`src/rtl/pfs_map.svh`:
```
`ifndef PFS_MAP_SVH
`define PFS_MAP_SVH

// Clock rate
`define PFS_CLK_MHZ        50

// Times in microseconds
`define PFS_HOLD_UP_US     225000
`define PFS_HOLD_DOWN_US   525000
`define PFS_HALF_CYCLE_US  8333
`define PFS_PHASE_US       5555
`define PFS_TIMEOUT_US     25000

// Cycle counts derived from the times
`define PFS_HOLD_UP_CYC    (`PFS_HOLD_UP_US * `PFS_CLK_MHZ)
`define PFS_HOLD_DOWN_CYC  (`PFS_HOLD_DOWN_US * `PFS_CLK_MHZ)
`define PFS_HALF_CYC       (`PFS_HALF_CYCLE_US * `PFS_CLK_MHZ)
`define PFS_PHASE_CYC      (`PFS_PHASE_US * `PFS_CLK_MHZ)
`define PFS_TIMEOUT_CYC    (`PFS_TIMEOUT_US * `PFS_CLK_MHZ)

// Converter windows, nominal code 0x200 on every rail
`define PFS_ADC_W          10
`define PFS_5V_LO          10'h1e7
`define PFS_5V_HI          10'h219
`define PFS_12V_LO         10'h1d8
`define PFS_12V_HI         10'h228

`define PFS_CNT_ZERO       32'h0000_0000
`define PFS_CNT_ONE        32'h0000_0001

`endif

```
`src/rtl/pfs_pkg.sv`:
```
`include "pfs_map.svh"

package pfs_pkg;
  typedef enum logic [1:0] {
    PWR_OFF       = 2'b00,
    PWR_UP_WAIT   = 2'b01,
    PWR_ON        = 2'b10,
    PWR_DOWN_WAIT = 2'b11
  } pwr_state_t;

  typedef logic [`PFS_ADC_W-1:0] adc_code_t;
  typedef logic [31:0]           cnt_t;
endpackage

```
`src/rtl/rail_if.sv`:
```
`timescale 1ns/100ps
`default_nettype none

interface rail_if;
  import pfs_pkg::*;
  adc_code_t code;
  logic      in_range;
  modport checker_end (input code, output in_range);
  modport owner       (output code, input in_range);
endinterface

`default_nettype wire

```
`src/rtl/mains_power_fail_sequencer.sv`:
```
`timescale 1ns/100ps
`default_nettype none

`include "pfs_map.svh"

module mains_power_fail_sequencer
  import pfs_pkg::*;
#(
  parameter cnt_t HOLD_UP_CYC   = `PFS_HOLD_UP_CYC,
  parameter cnt_t HOLD_DOWN_CYC = `PFS_HOLD_DOWN_CYC,
  parameter cnt_t HALF_CYC      = `PFS_HALF_CYC,
  parameter cnt_t PHASE_CYC     = `PFS_PHASE_CYC,
  parameter cnt_t TIMEOUT_CYC   = `PFS_TIMEOUT_CYC
) (
  input  wire logic      mclk,
  input  wire logic      reset_n,
  input  wire logic      zero_cross_a,
  input  wire logic      zero_cross_b,
  input  wire cnt_t      pulse_timeout,
  input  wire adc_code_t rail_5v_code,
  input  wire adc_code_t rail_p12_code,
  input  wire adc_code_t rail_n12_code,
  output logic           mains_pulse,
  output logic           line_loss_n,
  output logic           shutdown_warn_n,
  output logic           system_hold_n,
  output logic           power_good,
  output logic           line_sync,
  output logic           led_5v,
  output logic           led_p12,
  output logic           led_n12
);

  pwr_state_t state;
  logic       cross_a_prev;
  logic       pulse_prev;
  logic       pulse_event;
  logic       alive;
  logic       fail_now;
  logic       sync_rise;
  logic       sync_locked;
  cnt_t       gap_cnt;
  cnt_t       seq_cnt;
  cnt_t       phase_cnt;
  cnt_t       timeout_lim;

  // Zero selects the built-in timeout
  assign timeout_lim = (pulse_timeout == `PFS_CNT_ZERO) ? TIMEOUT_CYC : pulse_timeout;

  // Pulse flop: clear has priority, as the clear pin of a real flop would
  always_ff @(posedge mclk) begin
    if (!reset_n) begin
      cross_a_prev <= 1'b0;
      mains_pulse  <= 1'b0;
    end else begin
      cross_a_prev <= zero_cross_a;
      if (zero_cross_b) begin
        mains_pulse <= 1'b0;
      end else if (zero_cross_a && !cross_a_prev) begin
        mains_pulse <= 1'b1;
      end
    end
  end

  always_ff @(posedge mclk) begin
    if (!reset_n) begin
      pulse_prev <= 1'b0;
    end else begin
      pulse_prev <= mains_pulse;
    end
  end

  assign pulse_event = mains_pulse && !pulse_prev;

  // Presence watchdog; an event in the timeout cycle keeps the line alive
  always_ff @(posedge mclk) begin
    if (!reset_n) begin
      gap_cnt <= `PFS_CNT_ZERO;
      alive   <= 1'b0;
    end else if (pulse_event) begin
      gap_cnt <= `PFS_CNT_ZERO;
      alive   <= 1'b1;
    end else if (gap_cnt + `PFS_CNT_ONE >= timeout_lim) begin
      alive   <= 1'b0;
    end else begin
      gap_cnt <= gap_cnt + `PFS_CNT_ONE;
    end
  end

  assign fail_now = !alive;

  // Power sequence
  always_ff @(posedge mclk) begin
    if (!reset_n) begin
      state   <= PWR_OFF;
      seq_cnt <= `PFS_CNT_ZERO;
    end else begin
      unique case (state)
        PWR_OFF: begin
          seq_cnt <= `PFS_CNT_ZERO;
          if (alive) begin
            state <= PWR_UP_WAIT;
          end
        end
        PWR_UP_WAIT: begin
          if (fail_now) begin
            state <= PWR_OFF;
          end else if (seq_cnt + `PFS_CNT_ONE >= HOLD_UP_CYC) begin
            state <= PWR_ON;
          end else begin
            seq_cnt <= seq_cnt + `PFS_CNT_ONE;
          end
        end
        PWR_ON: begin
          seq_cnt <= `PFS_CNT_ZERO;
          if (fail_now) begin
            state <= PWR_DOWN_WAIT;
          end
        end
        PWR_DOWN_WAIT: begin
          if (alive) begin
            state <= PWR_ON;
          end else if (seq_cnt + `PFS_CNT_ONE >= HOLD_DOWN_CYC) begin
            state <= PWR_OFF;
          end else begin
            seq_cnt <= seq_cnt + `PFS_CNT_ONE;
          end
        end
      endcase
    end
  end

  // Output stage, level for level
  // Registered so decode glitches never reach the backplane
  always_ff @(posedge mclk) begin
    if (!reset_n) begin
      line_loss_n     <= 1'b0;
      shutdown_warn_n <= 1'b0;
      system_hold_n   <= 1'b0;
      power_good      <= 1'b0;
    end else begin
      line_loss_n     <= (state == PWR_UP_WAIT) || (state == PWR_ON);
      shutdown_warn_n <= (state == PWR_UP_WAIT) || (state == PWR_ON);
      system_hold_n   <= (state == PWR_ON) || (state == PWR_DOWN_WAIT);
      power_good      <= (state == PWR_ON) || (state == PWR_DOWN_WAIT);
    end
  end

  // Phase wave: each event re-aims the next rising edge at 120 degrees,
  // and the free-running half counter carries it through lost pulses.
  // Held low until the first event, so the first half is never stretched
  always_ff @(posedge mclk) begin
    if (!reset_n || !system_hold_n) begin
      line_sync <= 1'b0;
      phase_cnt <= HALF_CYC;
      sync_rise <= 1'b0;
      sync_locked <= 1'b0;
    end else if (pulse_event) begin
      phase_cnt <= PHASE_CYC;
      sync_rise <= 1'b1;
      sync_locked <= 1'b1;
    end else if (phase_cnt <= `PFS_CNT_ONE) begin
      if (sync_locked) begin
        line_sync <= sync_rise ? 1'b1 : !line_sync;
      end
      sync_rise <= 1'b0;
      phase_cnt <= HALF_CYC;
    end else begin
      phase_cnt <= phase_cnt - `PFS_CNT_ONE;
    end
  end

  // Rail windows
  rail_if rail_5v ();
  rail_if rail_p12 ();
  rail_if rail_n12 ();

  assign rail_5v.code  = rail_5v_code;
  assign rail_p12.code = rail_p12_code;
  assign rail_n12.code = rail_n12_code;
  assign led_5v        = rail_5v.in_range;
  assign led_p12       = rail_p12.in_range;
  assign led_n12       = rail_n12.in_range;

  rail_window #(.LO(`PFS_5V_LO), .HI(`PFS_5V_HI)) win_5v (
    .mclk    (mclk),
    .reset_n (reset_n),
    .rail    (rail_5v)
  );

  rail_window #(.LO(`PFS_12V_LO), .HI(`PFS_12V_HI)) win_p12 (
    .mclk    (mclk),
    .reset_n (reset_n),
    .rail    (rail_p12)
  );

  // Negative rail is inverted by its divider, so it reads as a positive code
  rail_window #(.LO(`PFS_12V_LO), .HI(`PFS_12V_HI)) win_n12 (
    .mclk    (mclk),
    .reset_n (reset_n),
    .rail    (rail_n12)
  );

endmodule  // mains_power_fail_sequencer

`default_nettype wire

```
`src/rtl/rail_window.sv`:
```
`timescale 1ns/100ps
`default_nettype none

`include "pfs_map.svh"

module rail_window
  import pfs_pkg::*;
#(
  parameter adc_code_t LO = `PFS_5V_LO,
  parameter adc_code_t HI = `PFS_5V_HI
) (
  input  wire logic   mclk,
  input  wire logic   reset_n,
  rail_if.checker_end rail
);
  // Indicator dark out of reset until first sample is judged
  always_ff @(posedge mclk) begin
    if (!reset_n) begin
      rail.in_range <= 1'b0;
    end else begin
      rail.in_range <= (rail.code >= LO) && (rail.code <= HI);
    end
  end
endmodule  // rail_window

`default_nettype wire

```
`config.mk`:
```
export PLATFORM = sky130hd
export DESIGN_NAME = mains_power_fail_sequencer
export DESIGN_NICKNAME = d
export VERILOG_FILES = /design/src/rtl/pfs_pkg.sv /design/src/rtl/rail_if.sv /design/src/rtl/mains_power_fail_sequencer.sv /design/src/rtl/rail_window.sv
export VERILOG_INCLUDE_DIRS = /design/src /design/src/rtl
export SDC_FILE = /design/constraint.sdc
export NUM_CORES = 1
export LEC_CHECK = 0
export ABC_AREA = 0
export BUFFER_PORTS_ARGS = -buffer_cell sky130_fd_sc_hd__clkbuf_2
export CORE_ASPECT_RATIO = 1.4
export CORE_UTILIZATION = 23
export CTS_BUF_LIST = sky130_fd_sc_hd__clkbuf_4 sky130_fd_sc_hd__clkbuf_8
export CTS_CLUSTER_DIAMETER = 40
export CTS_CLUSTER_SIZE = 40
export DETAILED_ROUTE_END_ITERATION = 16
export HOLD_SLACK_MARGIN = 0.15
export PLACE_DENSITY_LB_ADDON = 0.05
export SLEW_MARGIN = 20
export SYNTH_ARGS = -nofsm -noshare
export SYNTH_HDL_FRONTEND = slang
export SYNTH_SLANG_ARGS = --single-unit
```
`constraint.sdc`:
```
create_clock -name mclk -period 5.17 [get_ports mclk]
set_input_delay 0.517 -clock mclk [delete_from_list [all_inputs] [get_ports mclk]]
set_output_delay 0.517 -clock mclk [all_outputs]
set_load 0.05 [all_outputs]
```
==> results of run 1 <==
[synth_stat cells (5+ instances only)]
cell type	count	area, um2
a21o_1	19	143
a21oi_1	62	310
a31oi_1	10	62.6
and2_1	12	75.1
and3_1	21	131
and4_1	5	43.8
buf_2	11	55.1
buf_4	13	97.6
clkbuf_1	27	101
dfxtp_1	110	2200
ha_1	40	500
inv_1	42	158
mux2i_1	6	60.1
nand2_1	66	248
nand2b_1	10	62.6
nand3_1	32	160
nand3b_1	8	60.1
nand4_1	21	131
nor2_1	84	315
nor3_1	21	105
nor4_1	23	144
o211ai_1	34	255
o21a_1	9	67.6
o21ai_0	41	205
o22ai_1	5	31.3
o31ai_1	8	60.1
o41ai_1	6	52.6
or2_2	7	43.8
or3_1	22	138
or4_1	19	143
xnor2_1	31	272
xor2_1	44	385
[worst max-delay path, stage by stage (launching register included)]
cell	delay (ps)
dfxtp_1	450
ha_1	280
nand3_1	180
nor4b_2	350
and4_1	330
nand3_1	180
nor2_1	240
and3_1	260
xor2_1	160
ha_1	260
a21o_1	170
a21o_1	180
a21o_1	170
a21o_1	170
a21o_1	210
a221oi_4	290
o21ai_4	180
buf_4	220
or3_1	310
a21oi_1	140
[power by group through the flow]
stage / clock, W / sequential (W) / combinational [W]
detailed placement: 0 / 0.000886 / 0.000263
global placement: 0 / 0.000886 / 0.000265
finish: 0.000594 / 0.000867 / 0.000257
CTS: 0.000628 / 0.000867 / 0.000265
global route: 0.000658 / 0.000869 / 0.000291
floorplan: 0 / 0.000892 / 0.000153
[per-layer routing]
layer | up-vias | part of all wire (%) | GRT usage [%]
met5 | - | 0 | 0
li1 | 3584 | - | -
met4 | 0 | 1.7 | 4.58
met1 | 3362 | 43 | 16.0
met3 | 20 | 1.6 | 1.67
met2 | 56 | 53 | 26.4
[sequential cells by signal (all words and copies together) (netlist names), named ones only]
| name | flops |
|---|---|
| pulse_prev | 1 |
| line_sync | 1 |
| sync_locked | 1 |
| state | 1 |
| power_good | 1 |
| seq_cnt | 32 |
| shutdown_warn_n | 1 |
| phase_cnt | 32 |
| win_n12.rail.in_range | 1 |
| alive | 1 |
| cross_a_prev | 1 |
| gap_cnt | 32 |
| win_p12.rail.in_range | 1 |
| mains_pulse | 1 |
| win_5v.rail.in_range | 1 |
| sync_rise | 1 |
[what timing repair did]
action / CTS / global route
hold buffers: 0 / 0
setup endpoints to repair: 0 / 18
resized for setup: 0 / 6
[final timing paths]
kind                 from           to  cells past startpoint
max            gap_cnt[0]  gap_cnt[14]                     19
min          zero_cross_b  mains_pulse                      2
max reg2reg    gap_cnt[0]  gap_cnt[14]                     19
min reg2reg   sync_locked  sync_locked                      2
[final cells by class]
cell class	count	area (um2)
Tap cell	440	551
Fill cell	3675	23900
Sequential cell	110	2200
Inverter	42	158
Clock inverter	5	67.6
Timing Repair Buffer	95	541
Multi-Input combinational cell	739	5020
Clock buffer	11	145
[logic make-up (layout without fill, tap and decap cells)]
| family | after synthesis | in the layout |
|---|---|---|
| AO/OA/AOI/OAI | 232 | 232 |
| XOR/XNOR | 75 | 75 |
| adder cells (fa/ha/maj) | 40 | 40 |
| buffers and inverters | 100 | 153 |
| flip-flops | 110 | 110 |
| multiplexers | 7 | 7 |
| AND/OR/NAND/NOR | 385 | 385 |
[through the flow]
step	util (%)	cell area, um2
2_1_floorplan	-	7650
3_3_place_gp	25.9	8430
3_5_place_dp	25.9	8430
4_1_cts	26.5	8640
5_1_grt	26.6	8680
6_report	26.6	8680
==> metrics, run 1 <==
outcome=complete, no violations; number of enable flip-flop cells after synthesis=0; All-Layer GR Usage=14.0%; P_sw=0.000522 W; multiplexer area fraction after synthesis=0.932%; Clk pin slew, worst setup/hold paths=120 ps; Worst slew margin=54.1%; CTS tree=built; Worst Path Max Fanout=14; most frequent cells in the layout=dfxtp_1 (110), nor2_1 (84), clkbuf_2 (74); Simple-Gate Fraction of Synth Area=28.9%; syn avg cell area=8.06 um2; Die Y=218 um; non-filler cells, final=1442; worst skew pair latency=420 ps; first-pass GRT wire length=37100 um; Worst Setup Slack post-DPL=207 ps; Die Footprint=34000 um2; post-route antenna net violation count=0; Top Ports=75; RSZ-0062 raised after global routing=no; pwr/cell area=198 nW/um2; synth warn=0; minimum clock period=4790 ps; post-synthesis sequential area ratio=28.8%; post-route clock period utilization=92.7%; clock buffer depth=2; ys async rst share=0%; core footprint=32600 um2; overall power consumption=0.00172 W; DR iter-0 viols=244; Flop pwr share=50.5%; antenna violations before repair=0; grt ovf=0; DRC=0; Mapped Cells=949; Peak supply drop=0.0946 mV; final WL=22900 um; WL per Instance=15.9 um; WP data arrival=5130 ps; Setup TNS Final=0 ps; Pint=0.00120 W; HPWL Detailed=17100 um; Detailed Routing Iterations Pass 1=4; Syn-to-layout area delta=13.5%; register bit total from synthesis=110; Reg2Reg Setup Slack=380 ps; share of layout cells above drive strength 1=14.7%; CTS Buf Count=9; vias in the first global route=6893; CP Capture Type=register; Setup Crit Path Kind=register to register; final net count=1103; largest family of logic cells by synthesized area=simple AND/OR/NAND/NOR gates; Sink Count=110; XOR/XNOR share of the synthesized area=8.59%; Clock power frac=34.6%; mapped cell area=7650 um2; Initial Util=23.5%; largest net degree at the start of global routing=44; final weighted congestion in routability-driven placement=0.731; post-synth cell types=79; Max Freq=209 MHz; ant diodes=0; CP required=5510 ps; Tightest Hold Check Type=primary input to register; Fin. Hold Viols=0; endpoints failing setup=0; CTS H-tree lvls=3; clk_skew=24.6 ps; DR vias/cell=4.87; root buffer selected by CTS=clkbuf_8; Final Max Tran Viols=0; via count=7022; Post-Synth Adder-Cell Area=6.54%; ys flop type=dfxtp_1; P_leak=3.44 nW; compound-gate portion of the synthesized area=20.0%; final hold slack=290 ps; startpoint types=register; Placed Cells=1426; postcts setup bufs=0; Net Sw Frac=30.4%; IO buf count=74; combinational share of power=14.9%; most common cell after layout, fill and taps aside=dfxtp_1; DIE WIDTH=156 um; syn_nets=1055; # rows=78; Slew @ Worst Pin=689 ps; final worst slack=379 ps; Max Cap Violations=0
(Power assumes the default switching activity.)
==> inputs of run 2 (changes only) <==
- CAP_MARGIN: default -> 20
- SYNTH_HIERARCHICAL: default -> 1
==> run 2 against run 1 <==
Critical path depth decreased by 1. Design area about the same. Combinational power decreased by 7.8%. Die area decreased by 0.97%. Wire length increased by 8.6%. First-iteration DRC count increased by 5.7%. Area after synthesis decreased by 0.98%. Synthesized cell count increased by 3.1%. Register-to-register slack about the same.
==> metrics, run 2 <==
Top Metal Used=met4; CTS H-tree lvls=3; clk_skew=16.3 ps; Initial Util=23.4%; vias in the first global route=7370; Fin. Hold Viols=0; Slew @ Worst Pin=1020 ps; P_sw=0.000491 W; critical-path cell list=nand4_1 > nor2_2 > and3_1 > nand4_1 > or4_4 > or2_2 > xnor2_1 > ha_1 > a21o_1 > a21o_1 > a21oi_1 > o21ai_1 > a211oi_1 > o41ai_1 > o22a_1 > buf_4 > or4_1 > a21oi_1; met3 wire len=588 um; core footprint=32400 um2; Worst slew margin=31.8%; clock buffer depth=2; CTS Hold Bufs=0; Net Sw Frac=29.8%; ys flop type=dfxtp_1; post-route antenna net violation count=0; CTS Buf Count=9; Worst Path Max Fanout=36; Synth area leader=dfxtp_1; Final Max Tran Viols=0; pwr/cell area=190 nW/um2; Simple-Gate Fraction of Synth Area=29.4%; startpoint types=register; Max Freq=209 MHz; most numerous cell in the Yosys netlist=dfxtp_1; # rows=78; Setup Crit Path Kind=register to register; CP Capture Type=register; WL per Instance=16.9 um; register bit total from synthesis=110; Met1 Wirelength=11000 um; CP delay by family, top=simple AND/OR/NAND/NOR gates; ant diodes=0; fin util=26.8%; Regs by FF count=gap_cnt: 32 flops, phase_cnt: 32 flops, seq_cnt: 32 flops; DIE WIDTH=155 um; CP required=5510 ps; Peak supply drop=0.102 mV; share of layout cells above drive strength 1=14.9%; post-synth cell types=68; final net count=1136; Detailed Routing Iterations Pass 1=4; via count=7342; DRC=0; Post-Synth Adder-Cell Area=6.61%; Clk pin slew, worst setup/hold paths=110 ps; area share of the largest cell type after synthesis=29.1%; number of enable flip-flop cells after synthesis=0; Syn-to-layout area delta=14.5%; post-synthesis sequential area ratio=29.1%; Clock power frac=33.2%; P_leak=3.05 nW; ys async rst share=0%; Top Ports=75; Mapped Cells=978; outcome=complete, no violations; CTS tree=built; Max Cap Violations=0; minimum clock period=4780 ps; grt ovf=0; Area contributors post-synth=dfxtp_1 (29%), ha_1 (6.6%), xnor2_1 (5.6%); endpoints failing setup=0; compound-gate portion of the synthesized area=21.2%; final weighted congestion in routability-driven placement=0.734; synth warn=6; non-filler cells, final=1473; Post-synth top cells=dfxtp_1 (110), nor2_1 (97), a21oi_1 (79); All-Layer GR Usage=15.4%; Placed Cells=1456; XOR/XNOR share of the synthesized area=7.86%; root buffer selected by CTS=clkbuf_8; Flop pwr share=52.4%; largest net degree at the start of global routing=37; first-pass GRT wire length=40600 um; Sink Count=110; combinational share of power=14.4%; IO buf count=74; most common cell after layout, fill and taps aside=dfxtp_1; Pint=0.00116 W; DR iter-0 viols=258; Die Footprint=33700 um2; Tightest Hold Check Type=primary input to register; Buf/Inv on CP=1; largest family of logic cells by synthesized area=simple AND/OR/NAND/NOR gates; antenna violations before repair=0; worst skew pair latency=420 ps; HPWL Detailed=18300 um; multiplexer area fraction after synthesis=0.793%; syn avg cell area=7.75 um2; final WL=24900 um; post-route clock period utilization=92.4%; mapped cell area=7570 um2; Worst path slowest cell=or4_4; syn_nets=1084; WP data arrival=5120 ps; met2 wire length=13000 um; Die Y=217 um; DR vias/cell=4.98; most frequent cells in the layout=dfxtp_1 (107), nor2_1 (95), a21oi_1 (79); CP peak stage delay=630 ps
run 2: through the flow:
step | power (W) | hold slack (ps) | area (um2) | setup slack [ps] | setup TNS (ps)
after floorplan | 0.00103 | 440 | 7570 | 913 | 0
after global placement | 0.00113 | 466 | 8450 | 378 | 0
after detailed placement | 0.00113 | 474 | 8450 | 222 | 0
after CTS | 0.00170 | 219 | 8630 | 186 | 0
after global routing | 0.00175 | 235 | 8670 | -7.92 | -7.92
final | 0.00165 | 256 | 8670 | 391 | 0
run 2: power groups by stage:
stage | Combinational [W] | Sequential [W] | Clock (W)
floorplan | 0.000137 | 0.000888 | 0
global placement | 0.000243 | 0.000883 | 0
detailed placement | 0.000242 | 0.000884 | 0
CTS | 0.000243 | 0.000864 | 0.000594
global route | 0.000267 | 0.000867 | 0.000619
finish | 0.000237 | 0.000864 | 0.000548
run 2: per-layer routing:
layer,track usage (%),vias up
li1,-,3738
met1,18.6,3492
met2,28.1,95
met3,1.86,17
met4,4.58,0
met5,0,-
run 2: path summary, 6_finish.rpt:
path	to	slack (ps)	from	depth (start not counted)
max	gap_cnt[30]	390	gap_cnt[10]	18
min	mains_pulse	260	zero_cross_b	2
max reg2reg	gap_cnt[30]	390	gap_cnt[10]	18
min reg2reg	phase_cnt[15]	490	phase_cnt[15]	2
run 2: cell type report:
| type | count | area, um2 |
|---|---|---|
| multi-input combinational | 770 | 5010 |
| tap | 440 | 551 |
| fill | 3573 | 23700 |
| clock buffer | 10 | 131 |
| clock inverter | 4 | 50.0 |
| sequential | 110 | 2210 |
| timing repair buffer | 104 | 596 |
| inverter | 35 | 131 |
run 2: kinds of logic (layout without fill, tap and decap cells):
family	count (synthesis)	in the layout
AOI/OAI and AO/OA	246	246
xor gates and xnor gates	68	68
adders and majority gates	40	40
buffers and inverters	98	153
DFF	110	110
muxes	6	6
and+or+nand+nor	410	410
run 2: repair_timing:
item | CTS | global route
endpoints found under the hold margin | 0 | 0
endpoints found under the setup margin | 0 | 30
buffers inserted | 0 | 3
resized for setup | 0 | 8
==> inputs of run 3 (changes only) <==
- REMOVE_ABC_BUFFERS: default -> 1
==> run 3 against run 2 <==
Die area unchanged. Clock skew increased by 2.8 ps. Design area decreased by 0.58%. Critical path depth unchanged.
==> metrics, run 3 (synthesis gave the netlist of run 2 again) <==
Buf/Inv on CP=1; overall power consumption=0.00169 W; DRC=0; DR iter-0 viols=298; P_leak=3.02 nW; CTS H-tree lvls=3; # rows=78; Fin. Hold Viols=0; RSZ-0062 raised after global routing=no; Syn-to-layout area delta=13.8%; non-filler cells, final=1465; Die Y=217 um; grt ovf=0; outcome=complete, no violations; antenna violations before repair=0; CP Capture Type=register; post-route antenna net violation count=0; first-pass GRT wire length=39500 um; via count=7259; final weighted congestion in routability-driven placement=0.763; Setup TNS Final=0 ps; DR vias/cell=4.95; Worst Setup Slack post-DPL=256 ps; root buffer selected by CTS=clkbuf_8; Worst path slowest cell=or4_4; CTS tree=built; startpoint types=register; final net count=1127; Initial Util=23.4%; CP required=5510 ps; Clk pin slew, worst setup/hold paths=110 ps; final WL=24400 um; WL per Instance=16.7 um; minimum clock period=4750 ps; DIE WIDTH=155 um; WP data arrival=5090 ps; CP delay by family, top=simple AND/OR/NAND/NOR gates; All-Layer GR Usage=14.9%; clk_skew=19.1 ps; Worst slew margin=45.5%; Worst Path Max Fanout=61; Die Footprint=33700 um2; share of layout cells above drive strength 1=14.1%; vias in the first global route=7244; Detailed Routing Iterations Pass 1=7; Placed Cells=1448; Peak supply drop=0.105 mV; Slew @ Worst Pin=810 ps; pwr/cell area=196 nW/um2; post-route clock period utilization=91.9%; CTS Buf Count=9; worst skew pair latency=410 ps; most frequent cells in the layout=dfxtp_1 (108), nor2_1 (95), a21oi_1 (79); most common cell after layout, fill and taps aside=dfxtp_1; HPWL Detailed=17600 um; clock buffer depth=2; core footprint=32400 um2; Max Freq=211 MHz; largest net degree at the start of global routing=62; Sink Count=110; FILL cells=3610; Tightest Hold Check Type=primary input to register; Regs by FF count=gap_cnt: 32 flops, phase_cnt: 32 flops, seq_cnt: 32 flops; endpoints failing setup=0; Setup Crit Path Kind=register to register; Max Cap Violations=0; CP peak stage delay=610 ps; Final Max Tran Viols=0; final worst slack=420 ps; IO buf count=74; critical-path cell list=nand3_1 > nor2_1 > and3_1 > nand4_1 > or4_4 > or2_2 > xnor2_1 > ha_1 > a21o_1 > a21o_1 > a21oi_1 > o21ai_0 > a211oi_1 > o41ai_1 > o22a_1 > buf_4 > or4_1 > a21oi_1; Top Ports=75; ant diodes=0
-- run 3: changes by cell type in the layout (fill, tap and decap cells not counted), sizes merged --
cell      previous run  this run
buf                 30        21
clkbuf              84        83
inv                 34        36
clkinv               2         4
clkinvlp             2         0
-- run 3: what timing repair did --
item	4_1_cts	5_1_grt
setup endpoints to repair	0	31
hold buffers	0	0
resized for setup	0	7
setup buffers	0	2
-- run 3: metal layers --
metal | wire length (um) | global-route usage [%] | share of wire, %
met3 | 538 | 1.76 | 2.2
met5 | 0 | 0 | 0
met4 | 429 | 4.90 | 1.8
met1 | 10800 | 17.2 | 44
met2 | 12700 | 28.0 | 52
-- run 3: layout make-up --
type / instances / area [um2] / share of cell area [%]
Tap cell: 440 / 551 / 6.39
Sequential cell: 110 / 2200 / 25.6
Multi-Input combinational cell: 770 / 5010 / 58.1
Inverter: 35 / 131 / 1.52
Clock inverter: 6 / 71.3 / 0.827
Timing Repair Buffer: 95 / 528 / 6.12
Clock buffer: 9 / 124 / 1.44
-- run 3: final timing paths --
| kind | start | end | slack, ps | cells past startpoint |
|---|---|---|---|---|
| max | gap_cnt[2] | gap_cnt[30] | 420 | 18 |
| min | zero_cross_b | mains_pulse | 300 | 2 |
| max reg2reg | gap_cnt[2] | gap_cnt[30] | 420 | 18 |
| min reg2reg | sync_locked | sync_locked | 490 | 2 |
-- run 3: worst register-to-register path, cell delays in order, from the launching register on --
cell and delay [ps]:
dfxtp_1 420, nand3_1 210, nor2_1 190, and3_1 250, nand4_1 180, or4_4 610, or2_2 350, xnor2_1 140
ha_1 310, a21o_1 180, a21o_1 170, a21oi_1 130, o21ai_0 170, a211oi_1 220, o41ai_1 130, o22a_1 170
buf_4 270, or4_1 450, a21oi_1 140
-- run 3: power breakdown --
group	total (W)	internal, W	switching, W	leakage (nW)
combinational	0.000243	0.0000842	0.000159	2.03
clock	0.000579	0.000229	0.000350	0.103
sequential	0.000864	0.000855	0.00000900	0.889
total	0.00169	0.00117	0.000518	3.02
-- run 3: through the flow --
step	hold WS, ps	area [um2]	utilization (%)
after floorplan	440	7320	-
after global placement	450	8390	25.9
after detailed placement	459	8390	25.9
after CTS	275	8590	26.5
after global routing	287	8620	26.6
final	304	8620	26.6
